**src/core/tw_pkg.sv**
```systemverilog
package tw_pkg;
  // Tape line and word geometry
  localparam int LINE_W = 3;
  localparam int WORD_W = 18;
  localparam int ADDR_W = 15;
  localparam int BLK_W = 12;
  localparam int MAX_BLOCKS = 4096;
  localparam logic [2:0] LINES_PER_WORD = 3'h6;
  localparam logic [2:0] LAST_LINE = 3'h5;
  // Interblock zone: lines and six-line control words
  localparam int IBZ_LINES = 30;
  localparam int IBZ_WORDS = IBZ_LINES / 6;

  // Mark codes as read in forward motion
  localparam logic [5:0] MK_CHECK = 6'h3B;
  localparam logic [5:0] MK_RCHECK = 6'h08;
  localparam logic [5:0] MK_DATA = 6'h38;
  localparam logic [5:0] MK_IBZ = 6'h15;
  localparam logic [5:0] MK_END = 6'h2D;
  localparam logic [5:0] MK_REND = 6'h12;
  localparam logic [5:0] MK_GUARD = 6'h29;
  localparam logic [5:0] MK_RGUARD = 6'h1A;
  localparam logic [5:0] MK_BLK = 6'h16;
  localparam logic [5:0] MK_RBLK = 6'h25;

  // Data channel zero cells
  localparam logic [ADDR_W-1:0] WC_CELL = 15'h001E;
  localparam logic [ADDR_W-1:0] CA_CELL = 15'h001F;

  // Word period on tape and clock rate
  localparam int WORD_US = 200;
  localparam int CLK_NS = 10;
  localparam int WORD_CYC = WORD_US * 1000 / CLK_NS;

  // Values after reset
  localparam logic [WORD_W-1:0] WORD_RST = 18'h00000;
  localparam logic [5:0] CHK_SEED = 6'h00;
  localparam logic [2:0] LINE_RST = 3'h0;
  localparam logic [BLK_W-1:0] BLK_RST = 12'h000;

  // Operation modes on op_mode
  localparam logic [1:0] MODE_IDLE = 2'h0;
  localparam logic [1:0] MODE_SEARCH = 2'h1;
  localparam logic [1:0] MODE_READ = 2'h2;
  localparam logic [1:0] MODE_WRITE = 2'h3;

  typedef enum logic [2:0] {
    CH_IDLE, CH_RD_WC, CH_WR_WC, CH_RD_CA, CH_WR_CA, CH_DATA
  } tw_chan_e;

  typedef enum logic [1:0] {ZN_IBZ, ZN_DATA, ZN_CHECK} tw_zone_e;

  // One of the ten codes a mark frame may hold
  function automatic logic tw_legal(input logic [5:0] c);
    return c == MK_CHECK || c == MK_RCHECK || c == MK_DATA ||
      c == MK_IBZ || c == MK_END || c == MK_REND || c == MK_GUARD ||
      c == MK_RGUARD || c == MK_BLK || c == MK_RBLK;
  endfunction

  // Equivalence of the running check with each six-bit group
  function automatic logic [5:0] tw_chk_step(input logic [5:0] c,
                                             input logic [17:0] w);
    logic [5:0] t;
    t = ~(c ^ w[17:12]);
    t = ~(t ^ w[11:6]);
    return ~(t ^ w[5:0]);
  endfunction
endpackage

```
**src/core/tw_datapath.sv**
```systemverilog
`timescale 1ns/100ps
`default_nettype none
module tw_datapath #(
  parameter int WORD_CYC = tw_pkg::WORD_CYC
) (
  // Clock, reset and enable
  input wire logic clk,
  input wire logic rst_n,
  input wire logic clk_en,
  // Control from the processor side
  input wire logic [1:0] op_mode,
  input wire logic flag_clr,
  // Read amplifiers of the selected transport
  input wire logic timing_trk,
  input wire logic mark_trk,
  input wire logic [2:0] data_trk,
  // Write heads, one bit per data channel
  output logic [2:0] wr_cur,
  output logic wr_en,
  // Memory data channel
  output logic mem_req,
  output logic mem_we,
  output logic [14:0] mem_addr,
  output logic [17:0] mem_wdata,
  input wire logic [17:0] mem_rdata,
  input wire logic mem_ack,
  // Flags and status
  output logic word_request_flag,
  output logic block_boundary_flag,
  output logic mark_err,
  output logic check_err,
  output logic timing_err,
  output logic xfer_done,
  output logic [11:0] block_count
);

  localparam logic [14:0] WAIT_LAST = 15'(WORD_CYC - 1);

  logic [4:0] s1_q, s2_q;
  logic t_d_q;
  logic [2:0] lcnt_q;
  logic sync_q;
  logic [5:0] mk_q;
  logic [17:0] asm_q, wsh_q, next_q, rdw_q;
  logic [17:0] transfer_length_counter, transfer_pointer;
  logic [5:0] chk_q;
  logic [2:0] wbuf_q, cur_q;
  logic fin_q, par_q, req_q, blk_q, merr_q, cerr_q, terr_q, done_q;
  logic [11:0] bcnt_q;
  logic [14:0] wait_q;
  tw_pkg::tw_zone_e zone_q;
  tw_pkg::tw_chan_e ch_q;

  // Decoded strobes and modes
  wire tpos = s2_q[4] & ~t_d_q;
  wire tneg = ~s2_q[4] & t_d_q;
  wire [2:0] dat_s = s2_q[2:0];
  wire writing = op_mode == tw_pkg::MODE_WRITE;
  wire search = op_mode == tw_pkg::MODE_SEARCH;
  wire reading = search | (op_mode == tw_pkg::MODE_READ);
  wire active = op_mode != tw_pkg::MODE_IDLE;
  wire [5:0] mark_nx = {mk_q[4:0], s2_q[3]};
  wire [17:0] fword = {asm_q[14:0], dat_s};
  wire legal = tw_pkg::tw_legal(mark_nx);

  // Frame end comes from the line count once aligned
  wire frame_ev = tpos & (sync_q ? lcnt_q == tw_pkg::LAST_LINE : legal);
  wire fr = frame_ev & active;
  wire is_data = mark_nx == tw_pkg::MK_DATA;
  wire is_chk = mark_nx == tw_pkg::MK_CHECK;
  wire ent_data = fr & zone_q == tw_pkg::ZN_IBZ &
    mark_nx == tw_pkg::MK_RCHECK;
  wire word_fr = fr & zone_q == tw_pkg::ZN_DATA & (is_data | is_chk);
  wire last_fr = word_fr & is_chk & fin_q;
  wire chk_fr = fr & zone_q == tw_pkg::ZN_CHECK;
  wire word_ev = ~done_q & (reading ? word_fr :
    writing & (ent_data | (word_fr & ~last_fr)));
  wire blk_ev = ent_data | last_fr;
  wire bad_mark = frame_ev & sync_q & ~legal;
  wire odd_blk = last_fr & ~par_q;
  wire bad_chk = chk_fr & reading & fword[17:12] != chk_q;
  wire ack = mem_ack & mem_req;
  wire wload = tneg & lcnt_q == tw_pkg::LINE_RST;
  wire [17:0] wsrc = zone_q == tw_pkg::ZN_CHECK ? {chk_q, 12'h000} :
    next_q;

  // Two-flop synchronisers on every tape input
  always_ff @(posedge clk or negedge rst_n) begin
    if (!rst_n) begin
      s1_q <= 5'h00;
      s2_q <= 5'h00;
      t_d_q <= 1'b0;
    end else if (clk_en) begin
      s1_q <= {timing_trk, mark_trk, data_trk};
      s2_q <= s1_q;
      t_d_q <= s2_q[4];
    end
  end

  // Line counter; a lost frame drops sync and realigns on a legal code
  // modulo-six framing
  always_ff @(posedge clk or negedge rst_n) begin
    if (!rst_n) begin
      lcnt_q <= tw_pkg::LINE_RST;
      sync_q <= 1'b0;
      mk_q <= 6'h00;
    end else if (clk_en && tpos) begin
      mk_q <= mark_nx;
      lcnt_q <= frame_ev ? tw_pkg::LINE_RST : lcnt_q + 3'h1;
      sync_q <= legal | (sync_q & ~frame_ev);
    end
  end

  // Read assembly, one line per strobe, mark shifted alongside
  // strobe into buffer
  always_ff @(posedge clk or negedge rst_n) begin
    if (!rst_n) begin
      asm_q <= tw_pkg::WORD_RST;
      rdw_q <= tw_pkg::WORD_RST;
    end else if (clk_en && tpos && reading) begin
      asm_q <= fword;
      if (word_fr) begin
        rdw_q <= fword;
      end
    end
  end

  // Zone tracking driven by mark codes
  // blocks framed by control words
  always_ff @(posedge clk or negedge rst_n) begin
    if (!rst_n) begin
      zone_q <= tw_pkg::ZN_IBZ;
      fin_q <= 1'b0;
      par_q <= 1'b0;
      bcnt_q <= tw_pkg::BLK_RST;
    end else if (clk_en) begin
      if (!active) begin
        zone_q <= tw_pkg::ZN_IBZ;
      end else if (ent_data) begin
        zone_q <= tw_pkg::ZN_DATA;
        fin_q <= 1'b0;
        par_q <= 1'b0;
        bcnt_q <= bcnt_q + 12'h001;
      end else if (word_fr) begin
        par_q <= ~par_q;
        fin_q <= is_chk;
        if (last_fr) begin
          zone_q <= tw_pkg::ZN_CHECK;
        end
      end else if (fr && zone_q == tw_pkg::ZN_DATA) begin
        zone_q <= tw_pkg::ZN_IBZ;
      end else if (chk_fr) begin
        zone_q <= tw_pkg::ZN_IBZ;
      end
    end
  end

  // Check character: seeded at block start, folded per word
  // equivalence check character
  always_ff @(posedge clk or negedge rst_n) begin
    if (!rst_n) begin
      chk_q <= tw_pkg::CHK_SEED;
    end else if (clk_en) begin
      if (ent_data) begin
        chk_q <= reading ? fword[17:12] : tw_pkg::CHK_SEED;
      end else if (reading && word_fr) begin
        chk_q <= tw_pkg::tw_chk_step(chk_q, fword);
      end else if (writing && wload && zone_q == tw_pkg::ZN_DATA) begin
        chk_q <= tw_pkg::tw_chk_step(chk_q, next_q);
      end
    end
  end

  // Write side; the word fetched last frame is taken at line zero
  // load next line on negative edge
  // reverse all heads on positive edge
  always_ff @(posedge clk or negedge rst_n) begin
    if (!rst_n) begin
      wsh_q <= tw_pkg::WORD_RST;
      wbuf_q <= 3'h0;
      cur_q <= 3'h7;
      wr_en <= 1'b0;
    end else if (clk_en && writing) begin
      if (tneg) begin
        wbuf_q <= wload ? wsrc[17:15] : wsh_q[17:15];
        wsh_q <= wload ? {wsrc[14:0], 3'h0} : {wsh_q[14:0], 3'h0};
        cur_q <= ~(wload ? wsrc[17:15] : wsh_q[17:15]);
        wr_en <= zone_q != tw_pkg::ZN_IBZ;
      end else if (tpos) begin
        cur_q <= ~cur_q;
      end
    end else if (clk_en) begin
      wr_en <= 1'b0;
    end
  end

  // Data channel cycle: count, address, then the word itself
  // channel zero cells
  always_ff @(posedge clk or negedge rst_n) begin
    if (!rst_n) begin
      ch_q <= tw_pkg::CH_IDLE;
      transfer_length_counter <= tw_pkg::WORD_RST;
      transfer_pointer <= tw_pkg::WORD_RST;
      next_q <= tw_pkg::WORD_RST;
      done_q <= 1'b0;
    end else if (clk_en) begin
      unique case (ch_q)
        tw_pkg::CH_IDLE: begin
          if (!active) begin
            done_q <= 1'b0;
          end else if (req_q && !done_q) begin
            ch_q <= tw_pkg::CH_RD_WC;
          end
        end
        tw_pkg::CH_RD_WC: begin
          if (ack) begin
            transfer_length_counter <= mem_rdata + 18'h00001;
            ch_q <= tw_pkg::CH_WR_WC;
          end
        end
        tw_pkg::CH_WR_WC: begin
          if (ack) begin
            ch_q <= tw_pkg::CH_RD_CA;
          end
        end
        tw_pkg::CH_RD_CA: begin
          if (ack) begin
            // search leaves the address cell alone
            transfer_pointer <= search ? mem_rdata :
              mem_rdata + 18'h00001;
            ch_q <= search ? tw_pkg::CH_DATA : tw_pkg::CH_WR_CA;
          end
        end
        tw_pkg::CH_WR_CA: begin
          if (ack) begin
            ch_q <= tw_pkg::CH_DATA;
          end
        end
        tw_pkg::CH_DATA: begin
          if (ack) begin
            if (writing) begin
              next_q <= mem_rdata;
            end
            done_q <= transfer_length_counter == tw_pkg::WORD_RST;
            ch_q <= tw_pkg::CH_IDLE;
          end
        end
      endcase
    end
  end

  // Request flag and the per-word deadline; a set beats the ack
  // word request
  always_ff @(posedge clk or negedge rst_n) begin
    if (!rst_n) begin
      req_q <= 1'b0;
      wait_q <= 15'h0000;
    end else if (clk_en) begin
      req_q <= word_ev | (req_q & ~(ch_q == tw_pkg::CH_DATA & ack));
      wait_q <= (req_q && wait_q != WAIT_LAST) ? wait_q + 15'h0001 :
        (req_q ? wait_q : 15'h0000);
    end
  end

  // Sticky flags; clear is a level, any new event wins over it
  // block boundary flag
  always_ff @(posedge clk or negedge rst_n) begin
    if (!rst_n) begin
      blk_q <= 1'b0;
      merr_q <= 1'b0;
      cerr_q <= 1'b0;
      terr_q <= 1'b0;
    end else if (clk_en) begin
      blk_q <= blk_ev | (blk_q & ~flag_clr);
      merr_q <= bad_mark | odd_blk | (merr_q & ~flag_clr);
      cerr_q <= bad_chk | (cerr_q & ~flag_clr);
      terr_q <= (req_q & wait_q == WAIT_LAST) | (terr_q & ~flag_clr);
    end
  end

  // Channel outputs decoded from the state
  assign mem_req = ch_q != tw_pkg::CH_IDLE;
  assign mem_we = ch_q == tw_pkg::CH_WR_WC || ch_q == tw_pkg::CH_WR_CA ||
    (ch_q == tw_pkg::CH_DATA && !writing);
  assign mem_addr = (ch_q == tw_pkg::CH_RD_WC || ch_q == tw_pkg::CH_WR_WC)
    ? tw_pkg::WC_CELL : (ch_q == tw_pkg::CH_DATA ? transfer_pointer[14:0]
    : tw_pkg::CA_CELL);
  assign mem_wdata = ch_q == tw_pkg::CH_WR_WC ? transfer_length_counter :
    (ch_q == tw_pkg::CH_WR_CA ? transfer_pointer : rdw_q);

  // Status outputs
  assign wr_cur = cur_q;
  assign word_request_flag = req_q;
  assign block_boundary_flag = blk_q;
  assign mark_err = merr_q;
  assign check_err = cerr_q;
  assign timing_err = terr_q;
  assign xfer_done = done_q;
  assign block_count = bcnt_q;
endmodule
`default_nettype wire

```
**config.mk**
```make
export PLATFORM = sky130hd
export DESIGN_NAME = tw_datapath
export DESIGN_NICKNAME = d
export VERILOG_FILES = /design/src/core/tw_pkg.sv /design/src/core/tw_datapath.sv
export SDC_FILE = /design/constraint.sdc
export NUM_CORES = 1
export LEC_CHECK = 0
export CELL_PAD_IN_SITES_DETAIL_PLACEMENT = 1
export CELL_PAD_IN_SITES_GLOBAL_PLACEMENT = 1
export CORE_MARGIN = 10
export CORE_UTILIZATION = 43
export CTS_BUF_LIST = sky130_fd_sc_hd__clkbuf_16
export CTS_CLUSTER_SIZE = 20
export DETAILED_ROUTE_END_ITERATION = 16
export DONT_BUFFER_PORTS = 1
export PLACE_DENSITY = 0.76
export SYNTH_ARGS = -nofsm -noshare
export SYNTH_HDL_FRONTEND = slang
export SYNTH_SLANG_ARGS = --single-unit
```
**constraint.sdc**
```tcl
create_clock -name clk -period 2.55 [get_ports clk]
set_input_delay 0 -clock clk [delete_from_list [all_inputs] [get_ports clk]]
set_output_delay 0 -clock clk [all_outputs]
set_load 0.03 [all_outputs]
```
==> flow_summary_export.csv <==
group,metric,value,unit
pwr,p_leak,4.62,nW
clocking,ctsHoldBuffers,28,
logic_synthesis,syn_nets,962,
place,gp_congestion,0.828,
clocking,cts_tree,"built",
timing,maxSlewViolCount,0,
worst_setup_path,cp-end-kind,"output port",
global_routing,antenna_found_initial,0,
pwr,p_per_area,972,nW/um2
logic_synthesis,yosys.area.top_type,"dfrtp_1",
worst_setup_path,path_class,"flop to output port",
timing,min_period_over_period,0.850,
clocking,clock_sinks,172,
logic_synthesis,syn-cell-area,9220,um2
final_layout,seqCellArea,4310,um2
final_layout,multiInputGateArea,4590,um2
die,num_rows,53,
die,core,21100,um2
clocking,ctsRootBufferMaster,"clkbuf_16",
worst_setup_path,worstPathArrival,2.17,ns
detailed_routing,wire_per_inst,21.1,um
logic_synthesis,synth_top_family_by_area,"simple AND/OR/NAND/NOR gates",
timing,rsz0062_at_grt,"no",
worst_hold_path,hold_class,"primary input to async pin",
die,ios,87,
timing,finClkSkew,0.0124,ns
clocking,htreeDepth,4,
final_layout,drive_gt1_frac,0.153,
clocking,path_clk_slew,0.07,ns
logic_synthesis,yosysWarnings,0,
final_layout,post-route-util,0.495,
logic_synthesis,syn_inst,921,
run_status,status,"finished, violations left",
logic_synthesis,yosysMostFrequentCell,"dfrtp_1",
final_layout,syn2layout_area_growth,13.1,%
job,cap_violations,0,
global_routing,grt_max_degree,173,
detailed_routing,drcViolationCount,0,
detailed_routing,first_pass_iters,4,
logic_synthesis,synthTopCellsByCount,"169 x dfrtp_1, 115 x nand2_1, 68 x o21ai_0, 59 x nor2_1",
final_layout,nets,990,
worst_setup_path,crit_path_max_fanout,18,
logic_synthesis,synth_compound_area_frac,0.102,
logic_synthesis,yosys-top-cells-area,"dfrtp_1 46%, mux2_2 6.0%, nand2_1 4.7%",
final_layout,fin_area,10400,um2
clocking,clk_path_buf_depth,2,
place,dp_hpwl,18100,um
pwr,vdd_drop_max,0.478,mV
timing,worstMarginPinSlew,1.04,ns
global_routing,grt_usage,0.187,
worst_setup_path,required,2.55,ns
logic_synthesis,synth-xor-area-share,0.0855,
logic_synthesis,synth_mux_area_frac,0.124,
logic_synthesis,synthArstFlopShare,1.00,
place,portBuffers,0,
die,start_util,0.437,
logic_synthesis,syn_avg_cell_area,10.0,um2
worst_setup_path,start_kind,"flop",
logic_synthesis,synth-edff-count,0,
global_routing,grt_first_pass_wirelength,41700,um
final_layout,n_fill_cell,2342,
detailed_routing,drt_iter0_markers,365,
timing,setup_tns,0,ns
die,die_w,166,um
clocking,clk_latency,0.44,ns
timing,clock.fmax,0.462,GHz
logic_synthesis,ys.flop_type,"dfrtp_1",
detailed_routing,finalWirelength,26100,um
die,die_area,27700,um2
timing,whs,-0.745,ns
logic_synthesis,synth-simple-area-share,0.170,
logic_synthesis,yosys.area_share.adder,0.0149,
clocking,ctsResizeCount,0,
clocking,cts_setup_buffers,0,
global_routing,gr-total-overflow,0,
detailed_routing,vias,6873,
timing,min_period,2.17,ns
logic_synthesis,synth_seq_cells,172,
logic_synthesis,ys_types,70,
timing,worst_slew_margin_rel,0.301,
worst_setup_path,r2r_slack,0.39,ns
timing,setup_violations,0,
detailed_routing,antenna_left,0,
run_status,failed_checks,"negative hold slack",
timing,hold_viol,172,
detailed_routing,routed_via_density,5.55,
die,die_h,166,um
global_routing,first_global_vias,7296,
clocking,numCtsBuffers,17,
logic_synthesis,ys_seq_area_frac,0.467,
logic_synthesis,netlist.area_leader.share,0.459,
place,placed_area,9590,um2
[placed cells by master, fill, tap and decap left out, types with 27 or more instances in the layout]
| cell | n |
|---|---|
| dfrtp_1 | 169 |
| nand2_1 | 115 |
| o21ai_0 | 68 |
| nor2_1 | 59 |
| xnor2_1 | 49 |
| mux2_2 | 49 |
| a21oi_1 | 42 |
| xor2_1 | 41 |
| buf_4 | 37 |
| mux2i_1 | 35 |
| dlygate4sd3_1 | 27 |
[critical path, stage by stage (launching register included)]
cell     delay (ns)
dfrtp_1        0.39
buf_4          0.18
nor3b_2        0.19
buf_4          0.33
mux2i_1        0.13
o21ai_0        0.28
buf_4          0.22
[report_power, final]
group	internal [mW]	switching, mW
logic	1.37	1.81
registers	3.45	1.01
clock network	1.34	1.16
total	6.16	3.98
[metrics by stage]
step                      hold WS (ns)  power, mW  setup slack [ns]  cells
after floorplan                 -0.296       6.52             0.489    921
final                           -0.745       10.1             0.384   1238
after CTS                       -0.756       10.2             0.354   1237
after global placement          -0.280       7.44             0.485   1177
after global routing            -0.764       10.7             0.254   1237
after detailed placement        -0.281       7.59             0.408   1177
[area by class of cell]
class | instances | area share
Antenna cell | 1 | 0.000240
Clock buffer | 17 | 0.0408
Clock inverter | 15 | 0.0119
Inverter | 19 | 0.00684
Multi-Input combinational cell | 674 | 0.440
Sequential cell | 172 | 0.413
Tap cell | 275 | 0.0330
Timing Repair Buffer | 65 | 0.0544
[kinds of logic (layout without fill, tap and decap cells)]
group,Yosys count,after routing
buf+inv,75,116
compound gates,156,156
other cells,0,1
flops,172,172
fa+ha+maj,11,11
mux,102,102
xor+xnor,90,90
simple gates,315,315
[worst paths after layout]
path	endpoint	cells past startpoint	from
worst max register to register	rdw_q[6]	6	mk_q[1]
max in group asynchronous	wr_cur[0]	0	rst_n
worst max-delay path	mem_wdata[0]	6	ch_q[1]
worst min-delay path	rdw_q[5]	0	rst_n
worst min register to register	wsh_q[10]	2	wsh_q[10]
min in group clk	wait_q[6]	4	clk_en
[per-layer routing]
metal  GRT usage  routed length, um  part of all wire  vias to the layer above
li1            -                  -                 -                     3258
met1       0.237              11900              0.45                     3470
met2       0.304              12500              0.48                      116
met3      0.0518               1330             0.051                       29
met4      0.0512                386             0.015                        0
met5           0                  0                 0                        -
[state kept, by name, indices dropped and copies added, names as in the netlist, 12 cells and up]
signal and cells:
next_q 18, rdw_q 18, transfer_length_counter 18, transfer_pointer 18
asm_q 15, wait_q 15, wsh_q 15, block_count 12
Power figures use the tool's default switching activity.
